## src/refsel_pkg.sv

```systemverilog
// shared types and constants for reference selection and failover
`default_nettype none
package refsel_pkg;
    localparam int ADDR_W = 8;
    localparam logic [ADDR_W-1:0] ADDR_STATUS = 8'h00;
    localparam logic [ADDR_W-1:0] ADDR_MASK = 8'h04;
    localparam logic [ADDR_W-1:0] ADDR_STATE = 8'h08;
    localparam logic [1:0] RESP_OKAY = 2'h0;
    localparam logic [1:0] RESP_SLVERR = 2'h2;
    localparam int EVT_W = 4;
    localparam int EVT_IN0_FAULT = 0;
    localparam int EVT_IN1_FAULT = 1;
    localparam int EVT_SWITCH = 2;
    localparam int EVT_INIT = 3;
    localparam logic [EVT_W-1:0] MASK_RST = 4'h0;
    localparam logic [EVT_W-1:0] STATUS_RST = 4'h0;
    localparam int CTL_W = 5;
    localparam int CTL_FB = 0;
    localparam int CTL_INIT = 1;
    localparam int CTL_SEL = 2;
    localparam int CTL_HOLD = 3;
    localparam int CTL_DRST = 4;
    // init strobe and divider reset idle high
    localparam logic [CTL_W-1:0] CTL_RST = 5'h12;
    localparam logic [1:0] FB_EDGES_FAULT = 2'h2;
    localparam logic RST_ACTIVE = 1'b0;
    localparam logic RST_PRIMARY = 1'b0;

    typedef enum logic [1:0] {
        MODE_MANUAL,
        MODE_ON_PRIMARY,
        MODE_ON_SECONDARY
    } mode_t;

    typedef struct packed {
        logic s1;
        logic s2;
        logic s3;
        logic [1:0] cnt;
        logic fault;
    } mon_state_t;

    typedef struct packed {
        logic awvalid;
        logic [ADDR_W-1:0] awaddr;
        logic wvalid;
        logic [31:0] wdata;
        logic [3:0] wstrb;
        logic bready;
        logic arvalid;
        logic [ADDR_W-1:0] araddr;
        logic rready;
    } axi_req_t;

    typedef struct packed {
        logic awready;
        logic wready;
        logic bvalid;
        logic [1:0] bresp;
        logic arready;
        logic rvalid;
        logic [31:0] rdata;
        logic [1:0] rresp;
    } axi_rsp_t;

    typedef struct packed {
        logic [CTL_W-1:0] sync1;
        logic [CTL_W-1:0] sync2;
        logic init_prev;
        logic fb_prev;
        logic ref_prev;
        mode_t mode;
        logic primary;
        logic active;
        logic [1:0] flag;
        logic out_true;
        logic out_comp;
        logic [EVT_W-1:0] status;
        logic [EVT_W-1:0] mask;
        logic irq;
        logic aw_got;
        logic w_got;
        logic [ADDR_W-1:0] awaddr;
        logic [7:0] wbyte;
        logic wstrb0;
        axi_rsp_t rsp;
    } core_state_t;
endpackage
`default_nettype wire

```

## src/ref_activity_monitor.sv

```systemverilog
// stuck-high or stuck-low watch for one reference input
`default_nettype none
module ref_activity_monitor (
    input wire logic clk_i,
    input wire logic reset_i,
    input wire logic ref_i,
    input wire logic fb_rise_i,
    input wire logic clear_i,
    output logic level_o,
    output logic fault_o
);
    refsel_pkg::mon_state_t q;
    refsel_pkg::mon_state_t next_q;
    logic edge_seen;

    always_comb begin
        next_q = q;
        next_q.s1 = ref_i;
        next_q.s2 = q.s1;
        next_q.s3 = q.s2;
        edge_seen = q.s2 ^ q.s3;
        if (edge_seen || clear_i) begin
            next_q.cnt = 2'h0;
            next_q.fault = 1'b0;
        // two feedback rises span a period
        end else if (fb_rise_i && !q.fault) begin
            next_q.cnt = q.cnt + 2'h1;
            if (next_q.cnt == refsel_pkg::FB_EDGES_FAULT) begin
                next_q.fault = 1'b1;
            end
        end
        if (reset_i) begin
            next_q = '0;
        end
    end

    always_ff @(posedge clk_i) begin
        q <= next_q;
    end

    assign level_o = q.s3;
    assign fault_o = q.fault;
endmodule // ref_activity_monitor
`default_nettype wire

```

## src/redundant_ref_clock_failover.sv

```systemverilog
// reference selection, failover, divider reset and register slave
//
// Implementation choices: the register addresses and the AXI4-Lite interface to the registers.
`default_nettype none
// How it works
// - init strobe fall adopts select pin input
// - init event clears both fault flags
// - stuck one feedback period means failed
// - failure raises that input's own flag
// - flags track live input state continuously
// - manual hold forces select pin input
// - manual select change moves reference, indicator
// - hold low enables automatic failover
// - failed initial swaps to good secondary
// - indicator updated after automatic switch
// - recovered initial marked good, no swap
// - failed secondary returns to good initial
// - divider reset low: true low, comp high
// - divider reset high runs outputs normally
// - indicator low input 0, high input 1
// - select high picks input 1, else 0
module redundant_ref_clock_failover (
    input wire logic clk_i,
    input wire logic reset_i,
    input wire logic ref_in0_i,
    input wire logic ref_in1_i,
    input wire logic fb_clk_i,
    input wire logic init_strobe_n_i,
    input wire logic ref_select_i,
    input wire logic manual_hold_i,
    input wire logic divider_reset_n_i,
    input wire refsel_pkg::axi_req_t axi_req_i,
    output var refsel_pkg::axi_rsp_t axi_rsp_o,
    output logic active_ref_flag_o,
    output logic in0_fault_flag_o,
    output logic in1_fault_flag_o,
    output logic out_true_o,
    output logic out_comp_o,
    output logic irq_o
);
    refsel_pkg::core_state_t q;
    refsel_pkg::core_state_t next_q;
    logic [1:0] ref_pins;
    logic [1:0] mon_level;
    logic [1:0] mon_fault;
    logic init_evt;
    logic fb_rise;
    logic sel;
    logic hold;
    logic auto_failover;
    logic drst_n;
    logic sel_level;
    logic ref_rise;
    logic [refsel_pkg::EVT_W-1:0] events;
    logic [refsel_pkg::EVT_W-1:0] w1c;
    logic aw_hs;
    logic w_hs;
    logic ar_hs;
    logic do_write;
    logic wr_ok;

    assign ref_pins = {ref_in1_i, ref_in0_i};

    genvar gi;
    generate
        for (gi = 0; gi < 2; gi++) begin : g_mon
            ref_activity_monitor u_mon (
                .clk_i(clk_i),
                .reset_i(reset_i),
                .ref_i(ref_pins[gi]),
                .fb_rise_i(fb_rise),
                .clear_i(init_evt),
                .level_o(mon_level[gi]),
                .fault_o(mon_fault[gi])
            );
        end
    endgenerate

    // synced pin levels; pulls are resolved on the board side
    assign sel = q.sync2[refsel_pkg::CTL_SEL];
    assign hold = q.sync2[refsel_pkg::CTL_HOLD];
    assign drst_n = q.sync2[refsel_pkg::CTL_DRST];
    assign auto_failover = ~hold;
    assign init_evt = q.init_prev & ~q.sync2[refsel_pkg::CTL_INIT];
    // feedback must be well below clk_i for this edge to be seen
    assign fb_rise = q.sync2[refsel_pkg::CTL_FB] & ~q.fb_prev;
    assign sel_level = mon_level[q.active];
    assign ref_rise = sel_level & ~q.ref_prev;

    assign aw_hs = axi_req_i.awvalid & q.rsp.awready;
    assign w_hs = axi_req_i.wvalid & q.rsp.wready;
    assign ar_hs = axi_req_i.arvalid & q.rsp.arready;
    assign do_write = q.aw_got & q.w_got & ~q.rsp.bvalid;
    assign wr_ok = (q.awaddr == refsel_pkg::ADDR_STATUS)
        || (q.awaddr == refsel_pkg::ADDR_MASK);

    always_comb begin
        next_q = q;
        events = '0;
        w1c = '0;
        next_q.sync1 = {divider_reset_n_i, manual_hold_i, ref_select_i,
            init_strobe_n_i, fb_clk_i};
        next_q.sync2 = q.sync1;
        next_q.init_prev = q.sync2[refsel_pkg::CTL_INIT];
        next_q.fb_prev = q.sync2[refsel_pkg::CTL_FB];
        next_q.ref_prev = sel_level;

        // init clears flags, else per-input flag
        if (init_evt) begin
            next_q.flag = 2'h0;
        end else begin
            next_q.flag = mon_fault;
        end

        if (init_evt) begin
            // adopt select pin as initial, high is input 1
            next_q.primary = sel;
            next_q.active = sel;
            next_q.mode = hold ? refsel_pkg::MODE_MANUAL : refsel_pkg::MODE_ON_PRIMARY;
        end else if (hold) begin
            // select pin wins even if flagged, follow its changes
            next_q.mode = refsel_pkg::MODE_MANUAL;
            next_q.active = sel;
        end else begin
            case (q.mode)
                refsel_pkg::MODE_MANUAL: begin
                    // leaving hold resumes failover from current input
                    if (q.active == q.primary) begin
                        next_q.mode = refsel_pkg::MODE_ON_PRIMARY;
                    end else begin
                        next_q.mode = refsel_pkg::MODE_ON_SECONDARY;
                    end
                end
                refsel_pkg::MODE_ON_PRIMARY: begin
                    // swap only to a good secondary, else hold
                    if (q.flag[q.primary] && !q.flag[~q.primary]) begin
                        next_q.active = ~q.primary;
                        next_q.mode = refsel_pkg::MODE_ON_SECONDARY;
                    end
                end
                refsel_pkg::MODE_ON_SECONDARY: begin
                    // return when secondary fails and initial good
                    if (q.flag[~q.primary] && !q.flag[q.primary]) begin
                        next_q.active = q.primary;
                        next_q.mode = refsel_pkg::MODE_ON_PRIMARY;
                    end
                end
                default: begin
                    next_q.mode = refsel_pkg::MODE_MANUAL;
                end
            endcase
        end

        // dividers held, else toggle on reference
        if (!drst_n) begin
            next_q.out_true = 1'b0;
            next_q.out_comp = 1'b1;
        end else if (ref_rise) begin
            next_q.out_true = ~q.out_true;
            next_q.out_comp = q.out_true;
        end

        events[refsel_pkg::EVT_IN0_FAULT] = next_q.flag[0] & ~q.flag[0];
        events[refsel_pkg::EVT_IN1_FAULT] = next_q.flag[1] & ~q.flag[1];
        events[refsel_pkg::EVT_SWITCH] = next_q.active ^ q.active;
        events[refsel_pkg::EVT_INIT] = init_evt;

        // write address and data may arrive in either order
        if (aw_hs) begin
            next_q.aw_got = 1'b1;
            next_q.awaddr = axi_req_i.awaddr;
        end
        if (w_hs) begin
            next_q.w_got = 1'b1;
            next_q.wbyte = axi_req_i.wdata[7:0];
            next_q.wstrb0 = axi_req_i.wstrb[0];
        end
        if (q.rsp.bvalid && axi_req_i.bready) begin
            next_q.rsp.bvalid = 1'b0;
        end
        if (do_write) begin
            next_q.aw_got = 1'b0;
            next_q.w_got = 1'b0;
            next_q.rsp.bvalid = 1'b1;
            next_q.rsp.bresp = wr_ok ? refsel_pkg::RESP_OKAY : refsel_pkg::RESP_SLVERR;
            if (q.wstrb0 && q.awaddr == refsel_pkg::ADDR_STATUS) begin
                w1c = q.wbyte[refsel_pkg::EVT_W-1:0];
            end
            if (q.wstrb0 && q.awaddr == refsel_pkg::ADDR_MASK) begin
                next_q.mask = q.wbyte[refsel_pkg::EVT_W-1:0];
            end
        end
        // an event in the clearing cycle survives
        next_q.status = (q.status & ~w1c) | events;
        next_q.irq = |(next_q.status & next_q.mask);

        if (q.rsp.rvalid && axi_req_i.rready) begin
            next_q.rsp.rvalid = 1'b0;
        end
        if (ar_hs) begin
            next_q.rsp.rvalid = 1'b1;
            next_q.rsp.rdata = 32'h0000_0000;
            next_q.rsp.rresp = refsel_pkg::RESP_OKAY;
            case (axi_req_i.araddr)
                refsel_pkg::ADDR_STATUS: begin
                    next_q.rsp.rdata[refsel_pkg::EVT_W-1:0] = q.status;
                end
                refsel_pkg::ADDR_MASK: begin
                    next_q.rsp.rdata[refsel_pkg::EVT_W-1:0] = q.mask;
                end
                refsel_pkg::ADDR_STATE: begin
                    next_q.rsp.rdata[7:0] = {drst_n, q.mode, hold, q.flag,
                        q.primary, q.active};
                end
                default: begin
                    next_q.rsp.rresp = refsel_pkg::RESP_SLVERR;
                end
            endcase
        end
        // one write and one read in flight at a time
        next_q.rsp.awready = ~next_q.aw_got & ~next_q.rsp.bvalid;
        next_q.rsp.wready = ~next_q.w_got & ~next_q.rsp.bvalid;
        next_q.rsp.arready = ~next_q.rsp.rvalid;

        if (reset_i) begin
            next_q = '0;
            next_q.sync1 = refsel_pkg::CTL_RST;
            next_q.sync2 = refsel_pkg::CTL_RST;
            next_q.init_prev = 1'b1;
            next_q.primary = refsel_pkg::RST_PRIMARY;
            next_q.active = refsel_pkg::RST_ACTIVE;
            next_q.mode = refsel_pkg::MODE_MANUAL;
            next_q.out_comp = 1'b1;
            next_q.status = refsel_pkg::STATUS_RST;
            next_q.mask = refsel_pkg::MASK_RST;
        end
    end

    always_ff @(posedge clk_i) begin
        q <= next_q;
    end

    assign axi_rsp_o = q.rsp;
    assign active_ref_flag_o = q.active;
    assign in0_fault_flag_o = q.flag[0];
    assign in1_fault_flag_o = q.flag[1];
    assign out_true_o = q.out_true;
    assign out_comp_o = q.out_comp;
    assign irq_o = q.irq;
endmodule // redundant_ref_clock_failover
`default_nettype wire

```

## config.mk

```make
export PLATFORM = sky130hd
export DESIGN_NAME = redundant_ref_clock_failover
export DESIGN_NICKNAME = d
export VERILOG_FILES = /design/src/refsel_pkg.sv /design/src/ref_activity_monitor.sv /design/src/redundant_ref_clock_failover.sv
export SDC_FILE = /design/constraint.sdc
export NUM_CORES = 1
export LEC_CHECK = 0
export BUFFER_PORTS_ARGS = -buffer_cell sky130_fd_sc_hd__buf_2
export CAP_MARGIN = 20
export CORE_MARGIN = 3
export CORE_UTILIZATION = 55
export CTS_BUF_LIST = sky130_fd_sc_hd__clkbuf_4 sky130_fd_sc_hd__clkbuf_8
export CTS_CLUSTER_SIZE = 24
export DETAILED_ROUTE_END_ITERATION = 10
export GPL_TIMING_DRIVEN = 0
export PLACE_DENSITY = 0.88
export SYNTH_ARGS = -nofsm -noshare
export SYNTH_HDL_FRONTEND = slang
export SYNTH_SLANG_ARGS = --single-unit
```

## constraint.sdc

```tcl
create_clock -name clk_i -period 5.5 [get_ports clk_i]
set_input_delay 0.275 -clock clk_i [delete_from_list [all_inputs] [get_ports clk_i]]
set_output_delay 0.275 -clock clk_i [all_outputs]
set_load 0.02 [all_outputs]
```

== Yosys cells after proc, flatten, opt, wreduce, memory -nomap -nowiden ==
Index checks and enable logic that the tools add are counted.
Word-level totals
  output and inout port bits: 47
  register bits: 74
Operators by class
  mux-type cells: 34
  bitwise operators: 32
  add/sub/neg operators: 2
  reduce and logical (&&, ||, !) cells: 26
  equal/unequal tests: 10
  order comparisons: 3
Operators by type and width (number)
  35-bit two-way mux: 1
  4-bit two-way mux: 5
  2-bit two-way mux: 9
  8-bit by 3-bit equality test with 1-bit output, second input constant: 2
  8-bit zero test: 2
  1-bit two-way mux: 15
  1-bit NOT: 13
  1-bit AND: 12
  4-bit one-hot mux with 3 select lines: 1
  4-bit AND: 2
  8-bit by 4-bit equality test with 1-bit output, second input constant: 1
  1-bit logical AND: 8
  4-bit by 3-bit inequality test with 1-bit output, second input constant: 2
  2-bit equality test, second input constant: 3
  1-bit by 2-bit less-than comparator with 1-bit output, second input constant: 3
  2-bit one-hot mux with 3 select lines: 1
  2-bit AND reduction: 3
  2-bit OR reduction: 3
  2-bit by 1-bit adder with 2-bit output, second input constant: 2
  1-bit zero test: 4
  4-bit NOT: 1
  4-bit bitwise OR: 1
  4-bit OR reduction: 1
  1-bit logical OR: 3
  other kinds (7): 9

== Logic depth before layout (Yosys ltp) ==
  depth in word-level cells: 13
  depth in mapped cells: 8
  depth with buffers taken out: 8

== Modules after synthesis ==
A second synthesis with hierarchy kept.
Unflattened totals
  cell total of the unflattened synthesis: 346
  area, all modules: 3095.5 µm²
By module, submodules not included
  redundant_ref_clock_failover: area an instance 2657.5 µm², cells an instance 306, times used 1, sequential area each 1201.2 µm²
  ref_activity_monitor: area an instance 219.0 µm², cells an instance 20, times used 2, sequential area each 120.1 µm²

== Worst setup path after synthesis ==
Ideal clock, no wire load.
  path kind: flip-flop to flip-flop
  start point: register q[54] (netlist name)
  end point: register q, in the netlist irq_o
  path buffers: 0
  required time: 5.376 ns
  slack: 3.308 ns
  clock period less this slack: 2.192 ns
  arrival time: 2.068 ns
  stages on the path, launching flop included: 7
  library setup time: 0.124 ns
  cell sequence: dfxtp_1 > or4_4 > nor4_4 > nand2_1 > a221o_1 > a31o_1 > a2111o_1
Between the ends
  cells in the longest elaborated chain, start to end: 9
Ends and longest elaborated chain
  start, declared: RTL line redundant_ref_clock_failover.sv:41  | refsel_pkg::core_state_t q;
  start signal, assigned: RTL line redundant_ref_clock_failover.sv:240  | q <= next_q;
  8-bit zero test: RTL line redundant_ref_clock_failover.sv:186  | if (q.wstrb0 && q.awaddr == refsel_pkg::ADDR_STATUS) begin
  1-bit logical AND: RTL line redundant_ref_clock_failover.sv:186
  4-bit two-way mux: RTL line redundant_ref_clock_failover.sv:186
  4-bit two-way mux: RTL line redundant_ref_clock_failover.sv:181  | if (do_write) begin
  4-bit NOT: RTL line redundant_ref_clock_failover.sv:194  | next_q.status = (q.status & ~w1c) | events;
  4-bit AND: RTL line redundant_ref_clock_failover.sv:194
  4-bit bitwise OR: RTL line redundant_ref_clock_failover.sv:194
  4-bit AND *: RTL line redundant_ref_clock_failover.sv:195  | next_q.irq = |(next_q.status & next_q.mask);
  4-bit OR reduction *: RTL line redundant_ref_clock_failover.sv:195
Every way passes the cells marked *; elsewhere a longest branch is shown, timed or not.
A chain may end at the register's enable or synchronous reset.

== Worst setup path in the final report ==
Ends and elaborated chain as after synthesis.

==> qor.yml <==
status: "completed"
start_util_pct: 58.4
yosysWarningCount: 0
dpl.cell_count: 492
nNetsFinal: 504
vdd_ir_drop_max_mv: 0.210
crit_type: "flop to flop"
hold_start: "divider_reset_n_i"
ys_types: 42
synth-seq-area-share_pct: 46.8
fin_skew_ps: 8.37
synth_xor_area_share_pct: 1.71
layout_common_cells: "dfxtp_1 (72), buf_2 (54), buf_4 (41)"
dp_hpwl_um: 4460
critPathArrivalTime_ps: 2620
cts.sinks: 72
clkPwrFrac_pct: 35.8
avgViaCountPerCell: 4.87
synth_area_leaders: "dfxtp_1 (47%), buf_4 (10%), nand2_1 (4.9%), nor2b_1 (4.3%), nor2_1 (4.0%)"
hp-class: "input port to flop"
die_area_um2: 6530
final_hold_viol_count: 0
rsz0062_at_grt: "false"
synth_top_cell_by_area: "dfxtp_1"
cp_cell_sequence: "or4_4 > nor2_1 > nand4_2 > mux2_1 > nor2b_1 > a2111o_1"
drv_cap: 0
die_w_um: 80.8
end_kind: "flop"
root_buffer: "clkbuf_8"
drc: 0
vias: 2470
setup_viol: 0
async_flop_share_pct: 0
hold_buffers: 0
grt_overflow_total: 0
antenna_found_initial: 0
grt_pass1_vias: 2291
power_density_nw_per_um2: 316
final-seq-area_um2: 1440
wl_per_cell_um: 11.7
rows: 26
grt_max_degree: 12
grtUsageTotal_pct: 19.4
grt_pass1_wl_um: 9720
r2r_slack_ps: 3100
synth_edf_count: 0
final_common_cell: "dfxtp_1"
tns_ps: 0
die_y_um: 80.8
worst_pin_slew_ps: 561
drtIter0Drc: 103
worstRegToRegCells: 6
synth_compound_area_share_pct: 11.0
p_sw_share_pct: 26.0
syn-cell-area_um2: 3080
globalplace.congestion: 0.829
synth_top_family_by_area: "simple AND/OR/NAND/NOR gates"
detail-route-antenna-nets: 0
ys.flop_type: "dfxtp_1"
routed_wl_um: 5910
netlist.area_leader.share_pct: 46.8
post-route-period-util_pct: 43.7
p_seq_share_pct: 48.1
clk_latency_ps: 340
p_switching_mw: 0.307
post-cts-setup-buffers: 0
drt-pass1-iter-count: 4
slowest_stage: "or4_4"
yosys.area_share.simple_pct: 23.0
worstReg2RegStart: "q[54]"
htree_num_levels: 3
synthMuxAreaShare_pct: 3.29
synth_seq_cells: 72
areaGrowthSynthToFinish_pct: 21.3
clk_pin_slew_worst_paths_ps: 70
slew_headroom_pct: 62.6
internal-power_mw: 0.873
hold_end: "q[89]"
clockBufferDepth: 2
num_antenna_cells: 0
fmax_mhz: 416
cp_data_required_time_ps: 5720
synth_area_per_cell_um2: 8.98
synth_cells: 343
drive_gt1_share_pct: 27.0
final_cells: 507
critPathMaxStageDelay_ps: 550
critPathLaunchType: "flop"
final_max_slew_viol_count: 0
synthAdderAreaFrac_pct: 2.03
utilization_pct: 70.9
multiInputGateArea_um2: 1360
hold-path-cell-count: 2
cp_max_fo: 4
cts_made_buffers: 9
cts_tree: "built"
core_um2: 5270
fill_cells: 433
pwr-share-comb_pct: 16.1
ctsResizeCount: 0
p_leak_nw: 1.68
r2r-end: "irq_o"
period_minus_slack_ps: 2400
port_buffers: 54
pin_count: 113
[how the worst max path moves through the flow]
stage	startpoint	to	slack (ps)	cells past startpoint
after floorplan	q[54]	irq_o	3310	6
after global placement	q[54]	irq_o	3150	6
after detailed placement	q[54]	irq_o	3130	6
after CTS	q[54]	irq_o	3100	6
after global routing	q[54]	irq_o	2980	6
final	q[54]	irq_o	3100	6
[critical path, delay by kind of cell (launching register included)]
| family | cells | cell delay [ps] |
|---|---|---|
| simple gates | 4 | 1160 |
| compound gates | 1 | 450 |
| mux | 1 | 380 |
| flops | 1 | 310 |
[sequential cells by signal, summed over array words and instances, names as in the netlist, 2 cells and up]
register and count:
g_mon.u_mon.fault_o 2, q 37, g_mon.u_mon.q 8, axi_rsp_o 15, g_mon.u_mon.level_o 2
[cell families (layout without fill, tap and decap cells)]
logic type               Yosys count  after routing
AND/OR/NAND/NOR                  137            137
flip-flops                        72             72
buffers and inverters             58            127
AO/OA/AOI/OAI                     54             54
multiplexers                      10             10
XOR/XNOR                           6              6
adder cells (fa/ha/maj)            5              5
other                              1             26
[cells in the mapped netlist (all sizes together) (2+ instances only)]
library cell,number
dfxtp,72
buf,44
nand2,40
nor2,33
a21oi,24
nor2b,21
clkbuf,9
mux2i,9
a22oi,8
o21ai,7
a211oi,6
nand3,6
nor3,6
nor3b,6
xnor2,6
ha,5
inv,5
or2,5
and2,4
nand2b,4
nor4,3
nand4b,2
[power by group through the flow]
stage	registers, mW	clock network, mW	logic [mW]
final	0.568	0.422	0.190
after global routing	0.572	0.454	0.216
after CTS	0.567	0.433	0.190
after detailed placement	0.579	0	0.187
after global placement	0.578	0	0.180
after floorplan	0.575	0	0.147
[metal layers]
metal  wire length, um  GRT usage (%)  vias up
met2              2850           32.2       82
met1              2500           22.6     1100
li1                  -              -     1277
met4               122           11.3        0
met3               440           4.99       11
met5                 0              0        -
[layout make-up]
cell class | instances | share of cell area (%)
Clock buffer | 12 | 4.42
Buffer | 53 | 9.44
Clock inverter | 3 | 1.07
Inverter | 5 | 0.502
Sequential cell | 72 | 38.6
Tap cell | 70 | 2.34
Multi-Input combinational cell | 238 | 36.4
Timing Repair Buffer | 54 | 7.23
[through the flow]
step / worst slack, ps / total power [mW] / instance area (um2) / hold WS, ps
floorplan: 3310 / 0.722 / 3170 / 379
detailed placement: 3130 / 0.766 / 3530 / 397
finish: 3100 / 1.18 / 3740 / 118
global placement: 3150 / 0.758 / 3530 / 392
CTS: 3100 / 1.19 / 3740 / 98.2
global route: 2980 / 1.24 / 3740 / 109
Note: power is estimated with default switching activity, not from simulation.
